$ cat src/core/rca_consts.svh
// register offsets, field positions, reset values and timing figures of the calibration/alarm block
// Contract
// - signed correction byte times four gives the pulses applied each minute.
// - a negative correction removes pulses from the timekeeping counter.
// - adjustment happens at the fifteen-second boundaries of the seconds count.
// - bit 15 arms the alarm; hardware clears it at the final alarm.
// - mask field 13:10 selects which time digits must match to fire.
// - repeat count zero and endless bit clear gives exactly one alarm.
// - repeat count FFh gives up to 255 repetitions.
// - the repeat count decrements by one after each alarm.
// - at count zero one final alarm fires, then the arm bit clears.
// - with endless bit 14 set the count wraps from zero to FFh.
// - every alarm event raises an interrupt request.
// - an alarm pulse output toggles on each alarm, half the alarm rate.
`ifndef RCA_CONSTS_SVH
`define RCA_CONSTS_SVH

// apb byte offsets
`define RCA_OFS_CAL       8'h00
`define RCA_OFS_ALCFG     8'h04
`define RCA_OFS_ALTIME    8'h08
`define RCA_OFS_ALDATE    8'h0c
`define RCA_OFS_STATUS    8'h10

// alarm config fields
`define RCA_ARM_BIT       15
`define RCA_ENDLESS_BIT   14
`define RCA_MASK_HI       13
`define RCA_MASK_LO       10
`define RCA_RPT_HI        7
`define RCA_RPT_LO        0
`define RCA_RPT_WRAP      8'hff

// status fields
`define RCA_ST_EVENT      0
`define RCA_ST_PULSE      1
`define RCA_ST_CALBUSY    2

// reset values
`define RCA_CAL_RST       8'h00
`define RCA_ALCFG_RST     16'h0000

// bcd second values at which the adjustment runs
`define RCA_SEC_00        7'h00
`define RCA_SEC_15        7'h15
`define RCA_SEC_30        7'h30
`define RCA_SEC_45        7'h45

// adjustment slices per minute; correction is multiplied by this
`define RCA_SLICES        4

`endif

$ cat src/core/rca_pkg.sv
// types shared by the calibration/alarm block
package rca_pkg;

  // current time from the timekeeping counters, bcd digits
  typedef struct packed {
    logic [7:0] year;
    logic [4:0] month;
    logic [5:0] day;
    logic [2:0] wday;
    logic [5:0] hour;
    logic [6:0] min;
    logic [6:0] sec;
    logic       half;
  } rca_time_t;

  // alarm configuration and repeat register
  typedef struct packed {
    logic       arm;
    logic       endless;
    logic [3:0] mask;
    logic [1:0] unused;
    logic [7:0] rpt;
  } rca_alcfg_t;

  // alarm compare value (no year digits)
  typedef struct packed {
    logic [4:0] month;
    logic [5:0] day;
    logic [2:0] wday;
    logic [5:0] hour;
    logic [6:0] min;
    logic [6:0] sec;
  } rca_alval_t;

  // calibration pulse requests towards the timekeeping counter
  typedef struct packed {
    logic add;
    logic drop;
  } rca_adj_t;

endpackage

$ cat src/core/rca_cal.sv
// calibration engine: spreads the signed correction over four slices a minute
`timescale 1ns/1ps
`default_nettype none
`include "rca_consts.svh"

module rca_cal (
  // clock and reset
  input  wire logic              clk,
  input  wire logic              rst,
  // control
  input  wire logic signed [7:0] corr,
  input  wire logic              boundary,
  // adjustment pulses
  output rca_pkg::rca_adj_t      adj,
  output logic                   busy
);
  import rca_pkg::*;

  logic [7:0] cnt_reg;
  logic [7:0] cnt_next;
  logic       neg_reg;
  logic [7:0] mag;
  rca_adj_t   adj_next;

  // magnitude of the signed byte; -128 gives 128 which still fits
  assign mag      = corr[7] ? 8'(-corr) : 8'(corr);
  assign cnt_next = boundary ? mag : ((cnt_reg != 8'h00) ? cnt_reg - 8'h01 : 8'h00);
  // one pulse a cycle, |corr| per slice, four slices give 4*|corr| a minute
  assign adj_next.add  = (cnt_reg != 8'h00) && !boundary && !neg_reg;
  assign adj_next.drop = (cnt_reg != 8'h00) && !boundary && neg_reg;

  always_ff @(posedge clk) begin
    if (rst) begin
      cnt_reg <= 8'h00;
      neg_reg <= 1'b0;
      adj     <= '0;
    end else begin
      cnt_reg <= cnt_next;
      adj     <= adj_next;
      if (boundary) begin
        neg_reg <= corr[7];
      end
    end
  end

  assign busy = (cnt_reg != 8'h00);

  ////////////////////////////////////////////////////////////////////////////
  // checks

  // pulse direction follows the sign latched at the boundary
  drop_sign_a: assert property (@(posedge clk) disable iff (rst) adj.drop |-> $past(neg_reg))
    else $error("drop pulse with positive correction");

  add_sign_a: assert property (@(posedge clk) disable iff (rst) adj.add |-> !$past(neg_reg))
    else $error("add pulse with negative correction");

  // a nonzero correction at a boundary starts a pulse burst two cycles later
  burst_start_a: assert property (@(posedge clk) disable iff (rst)
      (boundary && corr != 8'sh00) ##1 !boundary |=> (adj.add || adj.drop))
    else $error("correction burst did not start");

  // a correction of one yields exactly one pulse per slice
  single_pulse_a: assert property (@(posedge clk) disable iff (rst)
      (boundary && corr == 8'sh01) ##1 !boundary[*2] |-> adj.add ##1 !adj.add)
    else $error("unit correction gave wrong pulse count");

endmodule
`default_nettype wire

$ cat src/core/rca_top.sv
// calibration and alarm logic of the clock/calendar unit with its apb register file
//
// Design decisions made here: the placing of the registers and register access over APB.
`timescale 1ns/1ps
`default_nettype none
`include "rca_consts.svh"

module rca_top (
  // clock and reset
  input  wire logic              CLK,
  input  wire logic              RST,
  // apb slave
  input  wire logic              PSEL,
  input  wire logic              PENABLE,
  input  wire logic              PWRITE,
  input  wire logic [7:0]        PADDR,
  input  wire logic [31:0]       PWDATA,
  output logic                   PREADY,
  output logic [31:0]            PRDATA,
  output logic                   PSLVERR,
  // timekeeping counter side
  input  wire rca_pkg::rca_time_t TIME_NOW,
  input  wire logic              TIME_STEP,
  output rca_pkg::rca_adj_t      CAL_ADJ,
  // alarm outputs
  output logic                   ALARM_IRQ,
  output logic                   ALARM_PULSE
);
  import rca_pkg::*;

  ////////////////////////////////////////////////////////////////////////////
  // match function

  function automatic logic digits_match(input logic [3:0] mask, input rca_time_t t,
                                        input rca_alval_t a);
    logic s1;
    logic s;
    logic m1;
    logic m;
    logic h;
    s1 = (t.sec[3:0] == a.sec[3:0]);
    s  = (t.sec == a.sec);
    m1 = (t.min[3:0] == a.min[3:0]);
    m  = (t.min == a.min);
    h  = (t.hour == a.hour);
    unique case (mask)
      4'h0:    digits_match = 1'b1;
      4'h1:    digits_match = !t.half;
      4'h2:    digits_match = !t.half && s1;
      4'h3:    digits_match = !t.half && s;
      4'h4:    digits_match = !t.half && s && m1;
      4'h5:    digits_match = !t.half && s && m;
      4'h6:    digits_match = !t.half && s && m && h;
      4'h7:    digits_match = !t.half && s && m && h && (t.wday == a.wday);
      4'h8:    digits_match = !t.half && s && m && h && (t.day == a.day);
      4'h9:    digits_match = !t.half && s && m && h && (t.day == a.day) &&
                              (t.month == a.month);
      default: digits_match = 1'b0;
    endcase
  endfunction

  ////////////////////////////////////////////////////////////////////////////
  // registers

  logic [7:0]  clock_config_calibration_reg;
  rca_alcfg_t  alarm_config_repeat_reg;
  rca_alcfg_t  alcfg_next;
  rca_alval_t  alarm_compare_value;
  logic        event_reg;
  logic        event_next;
  logic        cal_busy;
  rca_adj_t    cal_adj;

  ////////////////////////////////////////////////////////////////////////////
  // apb decode

  wire         setup    = PSEL && !PENABLE;
  wire         access   = PSEL && PENABLE && PREADY;
  wire         wr       = access && PWRITE;
  wire         sel_cal  = (PADDR == `RCA_OFS_CAL);
  wire         sel_cfg  = (PADDR == `RCA_OFS_ALCFG);
  wire         sel_tim  = (PADDR == `RCA_OFS_ALTIME);
  wire         sel_dat  = (PADDR == `RCA_OFS_ALDATE);
  wire         sel_st   = (PADDR == `RCA_OFS_STATUS);
  wire         mapped   = sel_cal || sel_cfg || sel_tim || sel_dat || sel_st;

  wire [31:0]  rd_cal   = {24'h000000, clock_config_calibration_reg};
  wire [31:0]  rd_cfg   = {16'h0000, alarm_config_repeat_reg};
  wire [31:0]  rd_tim   = {10'h000, alarm_compare_value.hour, 1'b0, alarm_compare_value.min,
                           1'b0, alarm_compare_value.sec};
  wire [31:0]  rd_dat   = {11'h000, alarm_compare_value.month, 2'b00, alarm_compare_value.day,
                           5'h00, alarm_compare_value.wday};
  wire [31:0]  rd_st    = {29'h00000000, cal_busy, ALARM_PULSE, event_reg};
  wire [31:0]  rd_mux   = sel_cal ? rd_cal :
                          sel_cfg ? rd_cfg :
                          sel_tim ? rd_tim :
                          sel_dat ? rd_dat :
                          sel_st  ? rd_st  : 32'h00000000;

  // no wait state: ready rises in the first access cycle
  always_ff @(posedge CLK) begin
    if (RST) begin
      PREADY  <= 1'b0;
      PRDATA  <= 32'h00000000;
      PSLVERR <= 1'b0;
    end else begin
      PREADY  <= setup;
      PSLVERR <= setup && !mapped;
      if (setup) begin
        PRDATA <= PWRITE ? 32'h00000000 : rd_mux;
      end
    end
  end

  ////////////////////////////////////////////////////////////////////////////
  // calibration

  wire sec_edge  = TIME_STEP && !TIME_NOW.half;
  wire quarter   = (TIME_NOW.sec == `RCA_SEC_00) || (TIME_NOW.sec == `RCA_SEC_15) ||
                   (TIME_NOW.sec == `RCA_SEC_30) || (TIME_NOW.sec == `RCA_SEC_45);
  wire boundary  = sec_edge && quarter;

  rca_cal u_cal (
    .clk      (CLK),
    .rst      (RST),
    .corr     (clock_config_calibration_reg),
    .boundary (boundary),
    .adj      (cal_adj),
    .busy     (cal_busy)
  );

  ////////////////////////////////////////////////////////////////////////////
  // alarm

  wire fire      = alarm_config_repeat_reg.arm && TIME_STEP &&
                   digits_match(alarm_config_repeat_reg.mask, TIME_NOW, alarm_compare_value);
  wire last_one  = (alarm_config_repeat_reg.rpt == 8'h00);

  // hardware update of arm bit and repeat count after an alarm
  always_comb begin
    alcfg_next = alarm_config_repeat_reg;
    if (wr && sel_cfg) begin
      alcfg_next = rca_alcfg_t'(PWDATA[15:0]);
      alcfg_next.unused = 2'b00;
    end else if (fire) begin
      if (!last_one) begin
        alcfg_next.rpt = alarm_config_repeat_reg.rpt - 8'h01;
      end else if (alarm_config_repeat_reg.endless) begin
        alcfg_next.rpt = `RCA_RPT_WRAP;
      end else begin
        alcfg_next.arm = 1'b0;
      end
    end
  end

  // sticky event flag, write one to clear; a new event wins over the clear
  assign event_next = fire || (event_reg && !(wr && sel_st && PWDATA[`RCA_ST_EVENT]));

  always_ff @(posedge CLK) begin
    if (RST) begin
      clock_config_calibration_reg <= `RCA_CAL_RST;
      alarm_config_repeat_reg      <= `RCA_ALCFG_RST;
      alarm_compare_value          <= '0;
      event_reg                    <= 1'b0;
      ALARM_IRQ                    <= 1'b0;
      ALARM_PULSE                  <= 1'b0;
      CAL_ADJ                      <= '0;
    end else begin
      alarm_config_repeat_reg <= alcfg_next;
      event_reg               <= event_next;
      ALARM_IRQ               <= fire;
      ALARM_PULSE             <= ALARM_PULSE ^ fire;
      CAL_ADJ                 <= cal_adj;
      if (wr && sel_cal) begin
        clock_config_calibration_reg <= PWDATA[7:0];
      end
      if (wr && sel_tim) begin
        alarm_compare_value.sec  <= PWDATA[6:0];
        alarm_compare_value.min  <= PWDATA[14:8];
        alarm_compare_value.hour <= PWDATA[21:16];
      end
      if (wr && sel_dat) begin
        alarm_compare_value.wday  <= PWDATA[2:0];
        alarm_compare_value.day   <= PWDATA[13:8];
        alarm_compare_value.month <= PWDATA[20:16];
      end
    end
  end

  ////////////////////////////////////////////////////////////////////////////
  // checks

  irq_follows_a: assert property (@(posedge CLK) disable iff (RST) fire |=> ALARM_IRQ)
    else $error("alarm without interrupt");

  irq_cause_a: assert property (@(posedge CLK) disable iff (RST)
      ALARM_IRQ |-> $past(alarm_config_repeat_reg.arm))
    else $error("interrupt while disarmed");

  pulse_toggle_a: assert property (@(posedge CLK) disable iff (RST)
      ALARM_IRQ |-> ALARM_PULSE != $past(ALARM_PULSE))
    else $error("alarm pulse did not toggle");

  pulse_still_a: assert property (@(posedge CLK) disable iff (RST)
      !ALARM_IRQ |-> $stable(ALARM_PULSE))
    else $error("alarm pulse toggled without alarm");

  final_disarm_a: assert property (@(posedge CLK) disable iff (RST)
      (fire && last_one && !alarm_config_repeat_reg.endless && !(wr && sel_cfg))
      |=> !alarm_config_repeat_reg.arm)
    else $error("arm bit not cleared after final alarm");

  rpt_decr_a: assert property (@(posedge CLK) disable iff (RST)
      (fire && !last_one && !(wr && sel_cfg))
      |=> alarm_config_repeat_reg.rpt == $past(alarm_config_repeat_reg.rpt) - 8'h01
          && alarm_config_repeat_reg.arm)
    else $error("repeat count not decremented");

  endless_wrap_a: assert property (@(posedge CLK) disable iff (RST)
      (fire && last_one && alarm_config_repeat_reg.endless && !(wr && sel_cfg))
      |=> alarm_config_repeat_reg.rpt == 8'hff && alarm_config_repeat_reg.arm)
    else $error("endless repeat did not wrap");

  no_fire_mask_a: assert property (@(posedge CLK) disable iff (RST)
      (alarm_config_repeat_reg.mask > 4'h9) |-> !fire)
    else $error("alarm fired with reserved mask");

  ready_once_a: assert property (@(posedge CLK) disable iff (RST)
      (PSEL && !PENABLE) |=> PREADY ##1 !PREADY)
    else $error("ready not a single cycle");

  cal_quarter_a: assert property (@(posedge CLK) disable iff (RST)
      (cal_busy && !$past(cal_busy)) |-> $past(boundary))
    else $error("calibration burst outside a quarter minute");

  event_set_a: assert property (@(posedge CLK) disable iff (RST)
      fire |=> event_reg)
    else $error("alarm did not set the event flag");

  event_clear_a: assert property (@(posedge CLK) disable iff (RST)
      (wr && sel_st && PWDATA[`RCA_ST_EVENT] && !fire) |=> !event_reg)
    else $error("event flag not cleared by write");

  irq_step_a: assert property (@(posedge CLK) disable iff (RST)
      ALARM_IRQ |-> $past(TIME_STEP))
    else $error("interrupt without a time step");

  arm_hold_a: assert property (@(posedge CLK) disable iff (RST)
      (alarm_config_repeat_reg.arm && !fire && !(wr && sel_cfg)) |=> alarm_config_repeat_reg.arm)
    else $error("arm bit dropped without alarm");

  rpt_hold_a: assert property (@(posedge CLK) disable iff (RST)
      (!fire && !(wr && sel_cfg)) |=> $stable(alarm_config_repeat_reg.rpt))
    else $error("repeat count moved without alarm");

  cfg_write_a: assert property (@(posedge CLK) disable iff (RST)
      (wr && sel_cfg) |=> alarm_config_repeat_reg == {$past(PWDATA[15:10]), 2'b00, $past(PWDATA[7:0])})
    else $error("alarm config write lost");

  cal_write_a: assert property (@(posedge CLK) disable iff (RST)
      (wr && sel_cal) |=> clock_config_calibration_reg == $past(PWDATA[7:0]))
    else $error("correction write lost");

  cal_hold_a: assert property (@(posedge CLK) disable iff (RST)
      !(wr && sel_cal) |=> $stable(clock_config_calibration_reg))
    else $error("correction changed without write");

  compare_hold_a: assert property (@(posedge CLK) disable iff (RST)
      !(wr && (sel_tim || sel_dat)) |=> $stable(alarm_compare_value))
    else $error("alarm compare value changed without write");

  adj_exclusive_a: assert property (@(posedge CLK) disable iff (RST)
      !(CAL_ADJ.add && CAL_ADJ.drop))
    else $error("add and drop requested together");

  adj_burst_a: assert property (@(posedge CLK) disable iff (RST)
      (CAL_ADJ.add || CAL_ADJ.drop) |-> $past(cal_busy, 2))
    else $error("adjust pulse outside a calibration burst");

  fire_half_a: assert property (@(posedge CLK) disable iff (RST)
      (fire && alarm_config_repeat_reg.mask != 4'h0) |-> !TIME_NOW.half)
    else $error("masked alarm fired on a half second");

  slverr_ready_a: assert property (@(posedge CLK) disable iff (RST)
      PSLVERR |-> PREADY)
    else $error("slave error without ready");

  err_rdata_a: assert property (@(posedge CLK) disable iff (RST)
      PSLVERR |-> PRDATA == 32'h00000000)
    else $error("read data not zero on slave error");

  ready_idle_a: assert property (@(posedge CLK) disable iff (RST)
      !PSEL |=> !PREADY)
    else $error("ready without a transfer");

  cfg_read_a: assert property (@(posedge CLK) disable iff (RST)
      (setup && !PWRITE && sel_cfg) |=> PRDATA == {16'h0000, $past(alarm_config_repeat_reg)})
    else $error("alarm config read data wrong");

  status_read_a: assert property (@(posedge CLK) disable iff (RST)
      (setup && !PWRITE && sel_st) |=> PRDATA[`RCA_ST_EVENT] == $past(event_reg))
    else $error("status read data wrong");

endmodule
`default_nettype wire

$ cat config.mk
export PLATFORM = sky130hd
export DESIGN_NAME = rca_top
export DESIGN_NICKNAME = d
export VERILOG_FILES = /design/src/core/rca_pkg.sv /design/src/core/rca_cal.sv /design/src/core/rca_top.sv
export VERILOG_INCLUDE_DIRS = /design/src /design/src/core
export SDC_FILE = /design/constraint.sdc
export NUM_CORES = 1
export LEC_CHECK = 0
export BUFFER_PORTS_ARGS = -buffer_cell sky130_fd_sc_hd__buf_2
export CORE_MARGIN = 2
export CORE_UTILIZATION = 41
export CTS_BUF_LIST = sky130_fd_sc_hd__clkbuf_16
export DETAILED_ROUTE_END_ITERATION = 10
export REMOVE_ABC_BUFFERS = 1
export SLEW_MARGIN = 20
export SYNTH_ARGS = -nofsm -noshare
export SYNTH_HDL_FRONTEND = slang
export SYNTH_SLANG_ARGS = --single-unit
$ cat constraint.sdc
create_clock -name CLK -period 2.9 [get_ports CLK]
set_input_delay 0 -clock CLK [delete_from_list [all_inputs] [get_ports CLK]]
set_output_delay 0 -clock CLK [all_outputs]
set_load 0.01 [all_outputs]
; Word-level counts from Yosys, hierarchy flattened
; Cells that the tools add are included.
[totals]
register_bits = 106
latch_bits = 0
mem_bits_rw = 0
mem_bits_ro = 0
in_bits = 89
memories = 0
[op_classes]
addsub = 3
n_mul = 0
div = 0
n_lt_le_gt_ge = 0
eq_ne = 26
shift = 0
muxes = 18
n_bitwise = 1
reduce_logical = 50
[op_table]
columns = cell, count
row1 = $mux 22, 4
row2 = $mux 8, 7
row3 = $logic_and 1x1->1, 27
row4 = $mux 21, 1
row5 = $eq 4x3->1 const B, 4
row6 = $eq 8x4->1 const B, 2
row7 = $logic_not 8->1, 2
row8 = $sub 8x1->8 const B, 2
row9 = $eq 7x7->1, 2
row10 = $eq 6x6->1, 2
row11 = $pmux 1 s10, 1
row12 = $eq 4x2->1 const B, 2
row13 = $eq 4x4->1, 2
row14 = $eq 4x4->1 const B, 2
row15 = $eq 8x3->1 const B, 1
row16 = $eq 8x5->1 const B, 1
row17 = $logic_or 1x1->1, 8
row18 = $neg 8->8, 1
row19 = $reduce_bool 8->1, 1
row20 = $eq 7x5->1 const B, 1
row21 = $eq 7x6->1 const B, 1
row22 = $eq 7x7->1 const B, 1
row23 = $logic_not 7->1, 1
row24 = $logic_not 1->1, 6
row25 = other kinds (12), 16

; Depth between registers and ports, before layout
[logic_depth]
word_depth = 10
depth_mapped = 9
depth_no_buf = 8

; By module
; From an unflattened synthesis, not the netlist that was laid out.
[hier_totals]
cells_unflattened = 608
area_unflattened_um2 = 4914.7
[modules_own_cells]
columns = module, n_inst, cells_per_inst, area_each_um2, seq_area_each_um2
row1 = rca_top, 1, 539, 4297.9, 1701.6
row2 = rca_cal, 1, 69, 616.8, 220.2

; Least setup slack after synthesis
; No wires, ideal clock.
[synth_path]
path_kind = register -> register
startpoint = register alarm_compare_value[15] (netlist bit)
endpoint = register alarm_config_repeat_reg[5] (netlist bit)
setup_ns = 0.114
arrival_ns = 2.011
t_required_ns = 2.786
slack_ns = 0.774
path_stages_with_launch = 9
path_buffers = 0
synth_period_minus_slack_ns = 2.126
path_cell_list = dfxtp_1 > xor2_1 > nor4_2 > nand4_1 > o32a_1 > o21ai_4 > nand2_4 > o31a_1 > a21bo_1
[synth_between]
elab_chain_len = 8
[synth_rtl]
columns = element, line_no
row1 = "start, declared", rca_top.sv:68  ; rca_alval_t alarm_compare_value;
row2 = $eq 6x6->1 *, rca_top.sv:45  ; h = (t.hour == a.hour);
row3 = $logic_and 1x1->1 *, -
row4 = $logic_and 1x1->1, "rca_top.sv:55, rca_top.sv:56"
row5 = $logic_and 1x1->1, rca_top.sv:56  ; 4'h9: digits_match = !t.half && s && m && h && (t.day == a.day) &&
row6 = $pmux 1 s10 *, rca_top.sv:46  ; unique case (mask)
row7 = $logic_and 1x1->1 *, rca_top.sv:135  ; wire fire = alarm_config_repeat_reg.arm && TIME_STEP &&
row8 = $reduce_bool 2->1 (no line) *, -
row9 = $reduce_and 2->1 (no line) *, -
row10 = "end signal, assigned", rca_top.sv:162  ; alarm_config_repeat_reg <= `RCA_ALCFG_RST;
row11 = "end signal, assigned", rca_top.sv:169  ; alarm_config_repeat_reg <= alcfg_next;
row12 = "end, declared", rca_top.sv:66  ; rca_alcfg_t alarm_config_repeat_reg;
; Mark *: on every way between the ends. The rest lies on a longest branch, timed or not.
; A chain may end at the register's enable or synchronous reset.

; Final worst setup path
; Same ends and word-level chain as after synthesis.

==> metrics.md <==
| Metric | Value |
|---|---|
| Synthesized instance count | `595` |
| Max cap viols | `0` |
| Yosys synthesis warning count | `0` |
| Crit Path Max Fanout | `10` |
| Synthesis-to-finish area growth | `25.1%` |
| R2R Setup Slk | `350 ps` |
| Comb power frac | `15.2%` |
| Worst EP arrival | `2790 ps` |
| ANT nets after route | `0` |
| Post-Syn Area | `0.00481 sq mm` |
| Async SR Flop Fraction | `0%` |
| Vias | `4585` |
| Number of global-route vias before repair | `4481` |
| Post-synth top area share | `40.0%` |
| Sequential area share after synthesis | `about 40%` |
| # diodes | `0` |
| Largest net degree at the start of global routing | `30` |
| Final HPWL DP | `10.3 mm` |
| RSZ-0062 raised after global routing | `false` |
| Critical path required time | `3150 ps` |
| Worst-Margin Slew | `644 ps` |
| Slew HR | `56.9%` |
| CTS tree | `done` |
| Crit share post-route | `87.8%` |
| Rows | `39` |
| Status | `finished clean` |
| CTS resizes | `0` |
| Core area | `0.0114 sq mm` |
| Layout Nets | `805` |
| Synth area leader | `dfxtp_1` |
| Die footprint | `0.0126 sq mm` |
| Avg Cell Area, Syn | `8.08 sq um` |
| Final hold slack | `slightly below 90 ps` |
| Worst clock skew | `4.60 ps` |
| Kind of end point of the critical path | `flip-flop` |
| Clock Latency Late Sink | `roughly 350 ps` |
| Net switching fraction of the power | `between 20% and 30%` |
| Htree depth | `3` |
| P_sw | `around 0.84 mW` |
| Fin. Hold Viols | `0` |
| Min-delay worst type | `in2reg` |
| Worst-path cell chain | `xor2_1 -> nor4_2 -> nand4_1 -> o32a_1 -> o21ai_4 -> nand2_4 -> o31a_1 -> a21bo_1` |
| Clock power frac | `approximately two fifths` |
| Setup total negative slack | `0 ps` |
| Commonest non-fill, non-tap cell in the layout | `buf_2` |
| Post-route setup slack | `354 ps` |
| Clock sinks | `96` |
| #FFs+latches synth | `96` |
| GPL Wtd Cong | `~0.87` |
| Max reg flops | `34` |
| Critical path startpoint category | `flip-flop` |
| Power per Cell Area | `547 mW/mm^2` |
| CTS max path bufs | `2` |
| Slowest-stage cell, CP | `nor4_2` |
| Most used DFF post-synth | `dfxtp_1` |
| CTS buffer count | `9` |
| Sequential share of power | `between 40% and 50%` |
| Vias per cell | `5.34` |
| Dpl cells | `819` |
| Peak VDD IR | `390 uV` |
| Pre-antenna DRT Iters | `5` |
| Die Span Y | `roughly 110 um` |
| Leak pwr | `approximately 2.4 nW` |
| DRC | `0` |
| DP Worst Slack | `392 ps` |
| Most frequent cells in the layout | `buf_2, nand2_1, dfxtp_1` |
| Final total power | `3.29 mW` |
| Post-layout util | `around 53%` |
| FMAX | `approximately 0.39 GHz` |
| Number of I/O port buffers | `98` |
| First-pass GRT wire length | `22.8 mm` |
| CTS root buffer | `clkbuf_16` |
| Worst-path clk slew | `approximately 70 ps` |
| Grt ovf | `0` |
| Initial core utilization | `42.1%` |
| Dominant cells by area after synthesis | `dfxtp_1, nand2_1, a21oi_1` |
| Final Setup Violations | `0` |
| Layout cell share with drive strength beyond 1 | `19.8%` |
| Gr usage total | `22.7%` |
| Ports | `127` |
| Initial antenna violation count | `0` |
| Setup repair bufs after CTS | `0` |
| Pint | `2.45 mW` |
| Final wirelength | `about 14 mm` |
| Post-Place Cell Area | `0.00543 sq mm` |
| Non-filler cells, final | `859` |
| Slew Limit Fails | `0` |
| Post-synth EDFFs | `0` |
| Die Width | `112 um` |
| Starting DRT DRC Count | `356` |
| WS Path Type | `reg2reg` |
| Min cycle time layout | `2550 ps` |
| Routed WL per cell | `around 17 um` |
| CP peak stage delay | `420 ps` |
| Design area | `0.00601 sq mm` |
| Synth cell types | `63` |
worst paths after layout:
kind / from / to / depth (start not counted)
max reg2reg: alarm_compare_value[15]$_SDFFE_PP0P_ / alarm_config_repeat_reg[5]$_SDFFE_PP0P_ / 8
max: alarm_compare_value[15]$_SDFFE_PP0P_ / alarm_config_repeat_reg[5]$_SDFFE_PP0P_ / 8
min reg2reg: u_cal.neg_reg$_SDFFE_PP0P_ / u_cal.adj[1]$_SDFF_PP0_ / 1
min: PADDR[5] / PSLVERR$_SDFF_PP0_ / 4
critical path, delay by kind of cell (launching register included):
kind             cells  cell delay, ps
AO/OA/AOI/OAI        4            1200
XOR/XNOR             1             170
flip-flops           1             330
AND/OR/NAND/NOR      3             740
repair_timing:
action	4_1_cts	5_1_grt
endpoints found under the setup margin	0	0
hold buffers	24	0
hold endpoints to repair	55	0
kinds of logic after synthesis:
group / count (synthesis) / synth area share (%)
mux: 17 / 3.54
xor+xnor: 49 / 8.93
other cells: 1 / 0.0780
compound gates: 124 / 17.0
simple gates: 247 / 23.9
buf+inv: 56 / 5.33
fa+ha+maj: 5 / 1.30
flops: 96 / 40.0
power groups by stage:
stage / Sequential [mW] / Clock [mW] / Combinational, mW
6_report: 1.41 / 1.37 / 0.502
5_1_grt: 1.42 / 1.44 / 0.566
4_1_cts: 1.41 / 1.40 / 0.507
3_5_place_dp: 1.44 / 0 / 0.478
3_3_place_gp: 1.44 / 0 / 0.466
2_1_floorplan: 1.44 / 0 / 0.288
synthesized netlist by cell type (all sizes together) (4+ instances only):
master,n
nand2,99
dfxtp,96
nor2,70
a21oi,65
xor2,32
clkbuf,28
nand3,21
mux2i,17
xnor2,17
buf,15
inv,13
nor3,11
a222oi,10
a22oi,10
nor4,8
and2,6
o21ai,6
and3,5
ha,5
nand4,5
a31oi,4
nand2b,4
nor2b,4
o22ai,4
per-layer routing:
metal	up-vias	routed length (um)	GRT usage [%]	part of all wire (%)
li1	2277	-	-	-
met1	2143	6250	28.7	44
met2	138	6810	38.0	48
met3	27	769	4.27	5.4
met4	0	382	10.1	2.7
met5	-	0	0	0
cell type report:
type / count / area [sq um]
fillers: 1124 / 5400
multi-input cells: 452 / 2660
clock buffers: 9 / 225
well taps: 143 / 179
inverters: 13 / 48.8
clock inverters: 7 / 118
flip-flops and latches: 96 / 1920
repair buffers: 139 / 858
Note: power is estimated with default switching activity, not from simulation.
